[src/hdl/atcw_pkg.sv]
package atcw_pkg;

  localparam int ATCW_WORD_W = 7;

  // register byte addresses
  localparam logic [11:0] ATCW_CTRL_ADDR   = 12'h000;
  localparam logic [11:0] ATCW_WORD_ADDR   = 12'h004;
  localparam logic [11:0] ATCW_STATUS_ADDR = 12'h008;
  localparam logic [11:0] ATCW_SHIFT_ADDR  = 12'h00C;

  // control register fields
  localparam int ATCW_CTRL_SERIAL_BIT = 0;
  localparam int ATCW_CTRL_STROBE_BIT = 1;
  localparam int ATCW_CTRL_SEL_A_BIT  = 2;
  localparam int ATCW_CTRL_SEL_B_BIT  = 3;
  localparam int ATCW_CTRL_WIDE_BIT   = 4;

  // status register fields
  localparam int ATCW_STAT_WORD_LSB = 0;
  localparam int ATCW_STAT_MODE_LSB = 8;
  localparam int ATCW_STAT_SEEN_BIT = 12;

  // control reset value: parallel, strobe low, selectors low, 7-bit
  localparam logic [4:0] ATCW_CTRL_RST = 5'h10;

  // initial state codes in quarter-dB steps
  localparam logic [6:0] ATCW_INIT_BOTH = 7'h7E;
  localparam logic [6:0] ATCW_INIT_A    = 7'h40;
  localparam logic [6:0] ATCW_INIT_B    = 7'h20;
  localparam logic [6:0] ATCW_INIT_NONE = 7'h00;
  localparam logic [6:0] ATCW_LSB_MASK  = 7'h7E;

  typedef enum logic [2:0] {
    ATCW_M_INIT    = 3'b000,
    ATCW_M_DIRECT  = 3'b001,
    ATCW_M_LATCHED = 3'b010,
    ATCW_M_SERIAL  = 3'b011
  } atcw_mode_t;

  typedef struct packed {
    logic serial_sel;
    logic strobe;
    logic sel_a;
    logic sel_b;
    logic wide;
  } atcw_ctrl_t;

  typedef struct packed {
    logic [31:0] paddr;
    logic        psel;
    logic        penable;
    logic        pwrite;
    logic [31:0] pwdata;
  } atcw_apb_req_t;

  typedef struct packed {
    logic [31:0] prdata;
    logic        pready;
    logic        pslverr;
  } atcw_apb_rsp_t;

endpackage

[src/hdl/atcw_apb_slave.sv]
`timescale 1ns/1ps
`default_nettype none
module atcw_apb_slave (
  // clock and reset
  input  wire logic                    pclk,
  input  wire logic                    presetn,
  // bus
  input  wire atcw_pkg::atcw_apb_req_t req,
  output atcw_pkg::atcw_apb_rsp_t      rsp,
  // register side
  output logic                         wr_ctrl,
  output logic                         wr_word,
  output logic                         wr_shift,
  output logic [31:0]                  wdata,
  input  wire logic [31:0]             rd_ctrl,
  input  wire logic [31:0]             rd_word,
  input  wire logic [31:0]             rd_status
);
  import atcw_pkg::*;
  logic        access;
  logic        hit;
  logic [31:0] rdata_d;
  logic [31:0] prdata_q;
  logic        pslverr_q;
  logic [11:0] a;

  assign a      = req.paddr[11:0];
  // zero-wait: answer in the first access cycle
  assign access = req.psel && req.penable;
  assign hit    = (req.paddr[31:12] == 20'h00000) &&
                  (a == ATCW_CTRL_ADDR || a == ATCW_WORD_ADDR ||
                   a == ATCW_STATUS_ADDR || a == ATCW_SHIFT_ADDR);
  assign wr_ctrl  = access && req.pwrite && a == ATCW_CTRL_ADDR && hit;
  assign wr_word  = access && req.pwrite && a == ATCW_WORD_ADDR && hit;
  assign wr_shift = access && req.pwrite && a == ATCW_SHIFT_ADDR && hit;
  assign wdata    = req.pwdata;

  always_comb begin
    case (a)
      ATCW_CTRL_ADDR:   rdata_d = rd_ctrl;
      ATCW_WORD_ADDR:   rdata_d = rd_word;
      ATCW_STATUS_ADDR: rdata_d = rd_status;
      default:          rdata_d = 32'h00000000;
    endcase
  end

  // read data registered in setup so it is stable for the access edge
  always_ff @(posedge pclk or negedge presetn) begin
    if (!presetn) begin
      prdata_q <= 32'h00000000;
    end else if (req.psel && !req.penable) begin
      prdata_q <= hit ? rdata_d : 32'h00000000;
    end
  end

  always_ff @(posedge pclk or negedge presetn) begin
    if (!presetn) begin
      pslverr_q <= 1'b0;
    end else begin
      pslverr_q <= req.psel && !req.penable && !hit;
    end
  end

  assign rsp.prdata  = prdata_q;
  assign rsp.pready  = 1'b1;
  assign rsp.pslverr = pslverr_q;
endmodule
`default_nettype wire

[src/hdl/atcw_init_sel.sv]
`timescale 1ns/1ps
`default_nettype none
module atcw_init_sel (
  // selectors
  input  wire logic       sel_a,
  input  wire logic       sel_b,
  // state code
  output logic [6:0]      init_code
);
  import atcw_pkg::*;
  always_comb begin
    case ({sel_a, sel_b})
      2'b11:   init_code = ATCW_INIT_BOTH;
      2'b10:   init_code = ATCW_INIT_A;
      2'b01:   init_code = ATCW_INIT_B;
      default: init_code = ATCW_INIT_NONE;
    endcase
  end
endmodule
`default_nettype wire

[src/hdl/atcw_top.sv]
// Decided for this implementation: register access over APB and the placing of the registers.
`timescale 1ns/1ps
`default_nettype none
module atcw_top #(
  parameter int WORD_W = atcw_pkg::ATCW_WORD_W
) (
  // clock and reset
  input  wire logic                    pclk,
  input  wire logic                    presetn,
  // apb
  input  wire atcw_pkg::atcw_apb_req_t apb_req,
  output atcw_pkg::atcw_apb_rsp_t      apb_rsp,
  // control pins
  input  wire logic                    port_serial_sel,
  input  wire logic                    word_capture_strobe,
  input  wire logic                    initial_state_sel_a,
  input  wire logic                    initial_state_sel_b,
  input  wire logic [WORD_W-1:0]       attn_word_bits,
  // applied state
  output logic [WORD_W-1:0]            attn_weight_bits,
  output logic                         word_seen
);
  import atcw_pkg::*;

  atcw_ctrl_t  ctrl_q;
  logic        wr_ctrl;
  logic        wr_word;
  logic        wr_shift;
  logic [31:0] wdata;
  logic [6:0]  init_code;
  logic [WORD_W-1:0] word_q;
  logic [WORD_W-1:0] state_q;
  logic [WORD_W-1:0] state_d;
  logic        strobe_q;
  logic        seen_q;
  logic        seen_d;
  logic        serial_m;
  logic        strobe_m;
  logic        sel_a_m;
  logic        sel_b_m;
  logic [WORD_W-1:0] word_m;
  logic [WORD_W-1:0] lsb_mask;
  atcw_mode_t  mode_q;
  atcw_mode_t  mode_d;
  logic [31:0] rd_ctrl;
  logic [31:0] rd_word;
  logic [31:0] rd_status;

  // narrow variant has no quarter-dB step
  function automatic logic [WORD_W-1:0] trim(input logic [WORD_W-1:0] w,
                                             input logic wide);
    trim = wide ? w : (w & WORD_W'(ATCW_LSB_MASK));
  endfunction

  atcw_apb_slave u_bus (
    .pclk      (pclk),
    .presetn   (presetn),
    .req       (apb_req),
    .rsp       (apb_rsp),
    .wr_ctrl   (wr_ctrl),
    .wr_word   (wr_word),
    .wr_shift  (wr_shift),
    .wdata     (wdata),
    .rd_ctrl   (rd_ctrl),
    .rd_word   (rd_word),
    .rd_status (rd_status)
  );

  // pins and software control are ored so either party can steer
  assign serial_m = port_serial_sel | ctrl_q.serial_sel;
  assign strobe_m = word_capture_strobe | ctrl_q.strobe;
  assign sel_a_m  = initial_state_sel_a | ctrl_q.sel_a;
  assign sel_b_m  = initial_state_sel_b | ctrl_q.sel_b;
  assign word_m   = trim(attn_word_bits | word_q, ctrl_q.wide);
  assign lsb_mask = WORD_W'(ATCW_LSB_MASK);

  atcw_init_sel u_init (
    .sel_a     (sel_a_m),
    .sel_b     (sel_b_m),
    .init_code (init_code)
  );

  always_ff @(posedge pclk or negedge presetn) begin
    if (!presetn) begin
      // register bit order differs from struct order, so map field by field
      ctrl_q <= '{serial_sel: ATCW_CTRL_RST[ATCW_CTRL_SERIAL_BIT],
                  strobe:     ATCW_CTRL_RST[ATCW_CTRL_STROBE_BIT],
                  sel_a:      ATCW_CTRL_RST[ATCW_CTRL_SEL_A_BIT],
                  sel_b:      ATCW_CTRL_RST[ATCW_CTRL_SEL_B_BIT],
                  wide:       ATCW_CTRL_RST[ATCW_CTRL_WIDE_BIT]};
    end else if (wr_ctrl) begin
      ctrl_q.serial_sel <= wdata[ATCW_CTRL_SERIAL_BIT];
      ctrl_q.strobe     <= wdata[ATCW_CTRL_STROBE_BIT];
      ctrl_q.sel_a      <= wdata[ATCW_CTRL_SEL_A_BIT];
      ctrl_q.sel_b      <= wdata[ATCW_CTRL_SEL_B_BIT];
      ctrl_q.wide       <= wdata[ATCW_CTRL_WIDE_BIT];
    end
  end

  always_ff @(posedge pclk or negedge presetn) begin
    if (!presetn) begin
      word_q <= '0;
    end else if (wr_word) begin
      word_q <= wdata[WORD_W-1:0];
    end
  end

  always_ff @(posedge pclk or negedge presetn) begin
    if (!presetn) begin
      strobe_q <= 1'b0;
    end else begin
      strobe_q <= strobe_m;
    end
  end

  // serial shift path is not detailed; a full word written over the bus stands in
  always_comb begin
    state_d = state_q;
    seen_d  = seen_q;
    mode_d  = mode_q;
    if (serial_m) begin
      if (wr_shift) begin
        state_d = trim(wdata[WORD_W-1:0], ctrl_q.wide);
        seen_d  = 1'b1;
        mode_d  = ATCW_M_SERIAL;
      end else if (!seen_q) begin
        state_d = WORD_W'(init_code) & (ctrl_q.wide ? '1 : lsb_mask);
        mode_d  = ATCW_M_INIT;
      end
    end else if (strobe_m && strobe_q && seen_q && mode_q != ATCW_M_LATCHED) begin
      state_d = word_m;
      mode_d  = ATCW_M_DIRECT;
    end else if (strobe_m && !strobe_q) begin
      state_d = word_m;
      seen_d  = 1'b1;
      mode_d  = ATCW_M_LATCHED;
    end else if (strobe_m && mode_q == ATCW_M_LATCHED) begin
      state_d = word_m; // strobe held high keeps following
      mode_d  = ATCW_M_DIRECT;
    end else if (!strobe_m && !seen_q) begin
      state_d = WORD_W'(init_code);
      mode_d  = ATCW_M_INIT;
    end
  end

  always_ff @(posedge pclk or negedge presetn) begin
    if (!presetn) begin
      state_q <= '0;
      seen_q  <= 1'b0;
      mode_q  <= ATCW_M_INIT;
    end else begin
      state_q <= state_d;
      seen_q  <= seen_d;
      mode_q  <= mode_d;
    end
  end

  always_ff @(posedge pclk or negedge presetn) begin
    if (!presetn) begin
      attn_weight_bits <= '0;
      word_seen        <= 1'b0;
    end else begin
      attn_weight_bits <= state_d;
      word_seen        <= seen_d;
    end
  end

  assign rd_ctrl = {27'h0000000, ctrl_q.wide, ctrl_q.sel_b, ctrl_q.sel_a,
                    ctrl_q.strobe, ctrl_q.serial_sel};
  assign rd_word = 32'(word_q);
  always_comb begin
    rd_status = 32'h00000000;
    rd_status[ATCW_STAT_WORD_LSB +: WORD_W] = state_q;
    rd_status[ATCW_STAT_MODE_LSB +: 3]      = mode_q;
    rd_status[ATCW_STAT_SEEN_BIT]           = seen_q;
  end
endmodule
`default_nettype wire

[config.mk]
export PLATFORM = sky130hd
export DESIGN_NAME = atcw_top
export DESIGN_NICKNAME = d
export VERILOG_FILES = /design/src/hdl/atcw_pkg.sv /design/src/hdl/atcw_apb_slave.sv /design/src/hdl/atcw_init_sel.sv /design/src/hdl/atcw_top.sv
export SDC_FILE = /design/constraint.sdc
export NUM_CORES = 1
export LEC_CHECK = 0
export ABC_AREA = 1
export BUFFER_PORTS_ARGS = -buffer_cell sky130_fd_sc_hd__buf_2
export CORE_MARGIN = 10
export CORE_UTILIZATION = 47
export CTS_CLUSTER_SIZE = 28
export DETAILED_ROUTE_END_ITERATION = 6
export GPL_TIMING_DRIVEN = 1
export PLACE_DENSITY = 0.82
export SLEW_MARGIN = 20
export SYNTH_ARGS = -nofsm -noshare
export SYNTH_HDL_FRONTEND = slang
export SYNTH_HIERARCHICAL = 1
export SYNTH_SLANG_ARGS = --single-unit
[constraint.sdc]
create_clock -name pclk -period 1.3 [get_ports pclk]
set_input_delay 0.26 -clock pclk [delete_from_list [all_inputs] [get_ports pclk]]
set_output_delay 0.26 -clock pclk [all_outputs]
set_load 0.01 [all_outputs]
==> impl_metrics.csv <==
group,metric,value,unit
sta,fin_crit,1.67,ns
floorplanning,die_area,11600,um2
pwr,p_int,2.47,mW
cells_and_area,area_growth,41.4,%
sta,fin_crit_sh,128,%
clocking,cts_buffer_depth,2,
cells_and_area,fin_area,5090,um2
sta,worstMarginPinSlew,0.766,ns
clocking,htreeDepth,2,
placed_design,place_inst,795,
floorplanning,num_rows,31,
setup_path,worstSetupStartpointType,"primary input",
setup_path,cp-startpoint,"apb_req[44]",
synthesis,synth_area,3600,um2
sta,rsz0062_at_grt,"true",
synthesis,syn-instance-count,526,
synthesis,yosys_warnings,6,
setup_path,worst-setup-path-type,"in2reg",
setup_path,end_kind,"flop",
run,cap_violations,0,
routing,routed_wl,11.1,mm
sta,setup_viol,30,
clocking,clock_latency,0.31,ns
sta,finalHoldViolCount,0,
placed_design,dpl_worst_slack,-0.554,ns
floorplanning,io_pins,122,
routing,wl_per_cell,13.6,um
pwr,p_seq_share,52.7,%
routing,drtPass1Iterations,5,
pwr,comb_power_share,18.3,%
pwr,p_leak,2.87,nW
cells_and_area,diodes,0,
cells_and_area,drive_gt1_share,30.9,%
setup_path,reg2reg_from,"ctrl_q[1]$_DFFE_PN0P_",
global_route,gr-total-overflow,0,
pwr,switching_share,28.3,%
routing,ant_nets,0,
setup_path,cp.required,1.51,ns
routing,drtIter0Drc,203,
floorplanning,core,7330,um2
floorplanning,dieWidth,108,um
pwr,p_switching,974,uW
placed_design,hpwl,7.87,mm
global_route,antenna_found_initial,0,
clocking,tritoncts,"done",
placed_design,finalWeightedCongestion,0.910,
routing,drt-vias-per-instance,4.82,
cells_and_area,utilization,69.4,%
floorplanning,initial_core_util,49.1,%
global_route,grt_pass1_wl,17.7,mm
global_route,grt_max_degree,91,
worst_hold_path,hp-class,"in2reg",
sta,drv_slew,0,
setup_path,crit_arrival,1.87,ns
routing,drc,0,
setup_path,crit_path_end,"attn_weight_bits[4]$_DFFE_PN0P_",
setup_path,crit_path_max_fanout,5,
clocking,root_buffer,"clkbuf_8",
placed_design,dpl-instance-area,4650,um2
outcome,violations,"negative setup slack",
setup_path,r2r-end,"attn_weight_bits[4]$_DFFE_PN0P_",
routing,num_vias,3955,
pwr,ir_worst_vdd,0.442,mV
sta,setup_ws,-0.366,ns
clocking,clkSinkCount,56,
sta,clock.fmax,600,MHz
clocking,path_clk_slew,0.10,ns
sta,skew,0.00948,ns
floorplanning,die_y,108,um
synthesis,synth_area_per_cell,6.84,um2
global_route,grt_pass1_vias,3833,
cells_and_area,fin_nets,800,
placed_design,port_buffers,95,
pwr,cellPowerDensity,677,nW/um2
global_route,track_usage,18.2,%
sta,max-slew-margin-rel,48.9,%
setup_path,rrSetupSlack,-0.28,ns
outcome,status,"complete, but fails checks",
cells_and_area,stdcell_count,820,
pwr,clkPwrFrac,29.0,%
setup_path,reg2reg_depth,9,
clocking,numCtsBuffers,5,
## registers in the layout (all words and copies together) (netlist names)
register,cells
attn_weight_bits,7
ctrl_q,5
mode_q,2
strobe_q,1
u_bus/prdata_q,32
u_bus/pslverr_q,1
word_q,7
word_seen,1
## layout make-up
cell class                      instances  area, um2
Fill cell                             627       2240
Multi-Input combinational cell        466       2280
Timing Repair Buffer                  157       1060
Inverter                               34        133
Tap cell                               99        124
Sequential cell                        56       1400
Clock buffer                            8       90.1
## layer usage
metal,part of all wire [%],global-route usage [%]
met5,0,0
met4,2.2,5.06
met3,5.6,3.95
met2,51,31.7
met1,41,22.1
## placed cells by master, fill, tap and decap left out, drive strengths merged
cell / instances
a21oi: 4
a31oi: 4
buf: 156
clkbuf: 8
conb: 76
dfrtp: 55
dfstp: 1
dlygate4sd3: 1
inv: 34
mux2: 3
nand2: 175
nand3: 139
nand3b: 6
nor2: 43
nor3: 2
o2111ai: 1
o21ai: 10
o31ai: 1
or2: 2
## power groups by stage
stage / Combinational, mW / Sequential, mW / Clock, mW
after floorplan: 0.283 / 1.86 / 0
final: 0.630 / 1.82 / 0.999
after CTS: 0.576 / 1.82 / 1.02
after global placement: 0.541 / 1.85 / 0
after detailed placement: 0.552 / 1.85 / 0
after global routing: 0.697 / 1.82 / 1.10
## worst min-delay path by stage
stage	depth (start not counted)	to	from
2_1_floorplan	0	attn_weight_bits[0]$_DFFE_PN0P_	presetn
3_3_place_gp	2	u_bus/prdata_q[14]$_DFFE_PN0P_	presetn
3_5_place_dp	2	u_bus/prdata_q[14]$_DFFE_PN0P_	presetn
4_1_cts	3	word_q[2]$_DFFE_PN0P_	apb_req[2]
5_1_grt	3	word_q[3]$_DFFE_PN0P_	apb_req[3]
6_report	3	word_q[2]$_DFFE_PN0P_	apb_req[2]
## worst max-delay path, cell delays in order
cell and delay [ns]:
buf_6 0.09, nor2_4 0.10, nand2_2 0.08, nor2_4 0.14, nand2_2 0.09, nor2_4 0.12
nand2_2 0.06, nor3_2 0.11, buf_4 0.17, nor2_4 0.05, inv_2 0.08, nor2_1 0.05
a31oi_1 0.20, nand2_1 0.12, nand2_1 0.10, nand2_1 0.06
## through the flow
step / setup TNS [ns] / power (mW) / hold WS [ns]
after floorplan: -5.01 / 2.14 / -0.0356
after global placement: -12.74 / 2.39 / 0.282
after detailed placement: -13.83 / 2.40 / 0.282
after CTS: -3.24 / 3.41 / 0.178
after global routing: -7.39 / 3.62 / 0.198
final: -4.40 / 3.45 / 0.174
## timing repair
item | CTS | global route
gates resized for setup | 35 | 31
hold buffers | 1 | 0
gates cloned | 1 | 1
buffers inserted | 11 | 5
pin swaps | 27 | 19
setup endpoints to repair | 30 | 33
hold endpoints to repair | 55 | 0
No activity file was read; power rests on OpenSTA's default activity.
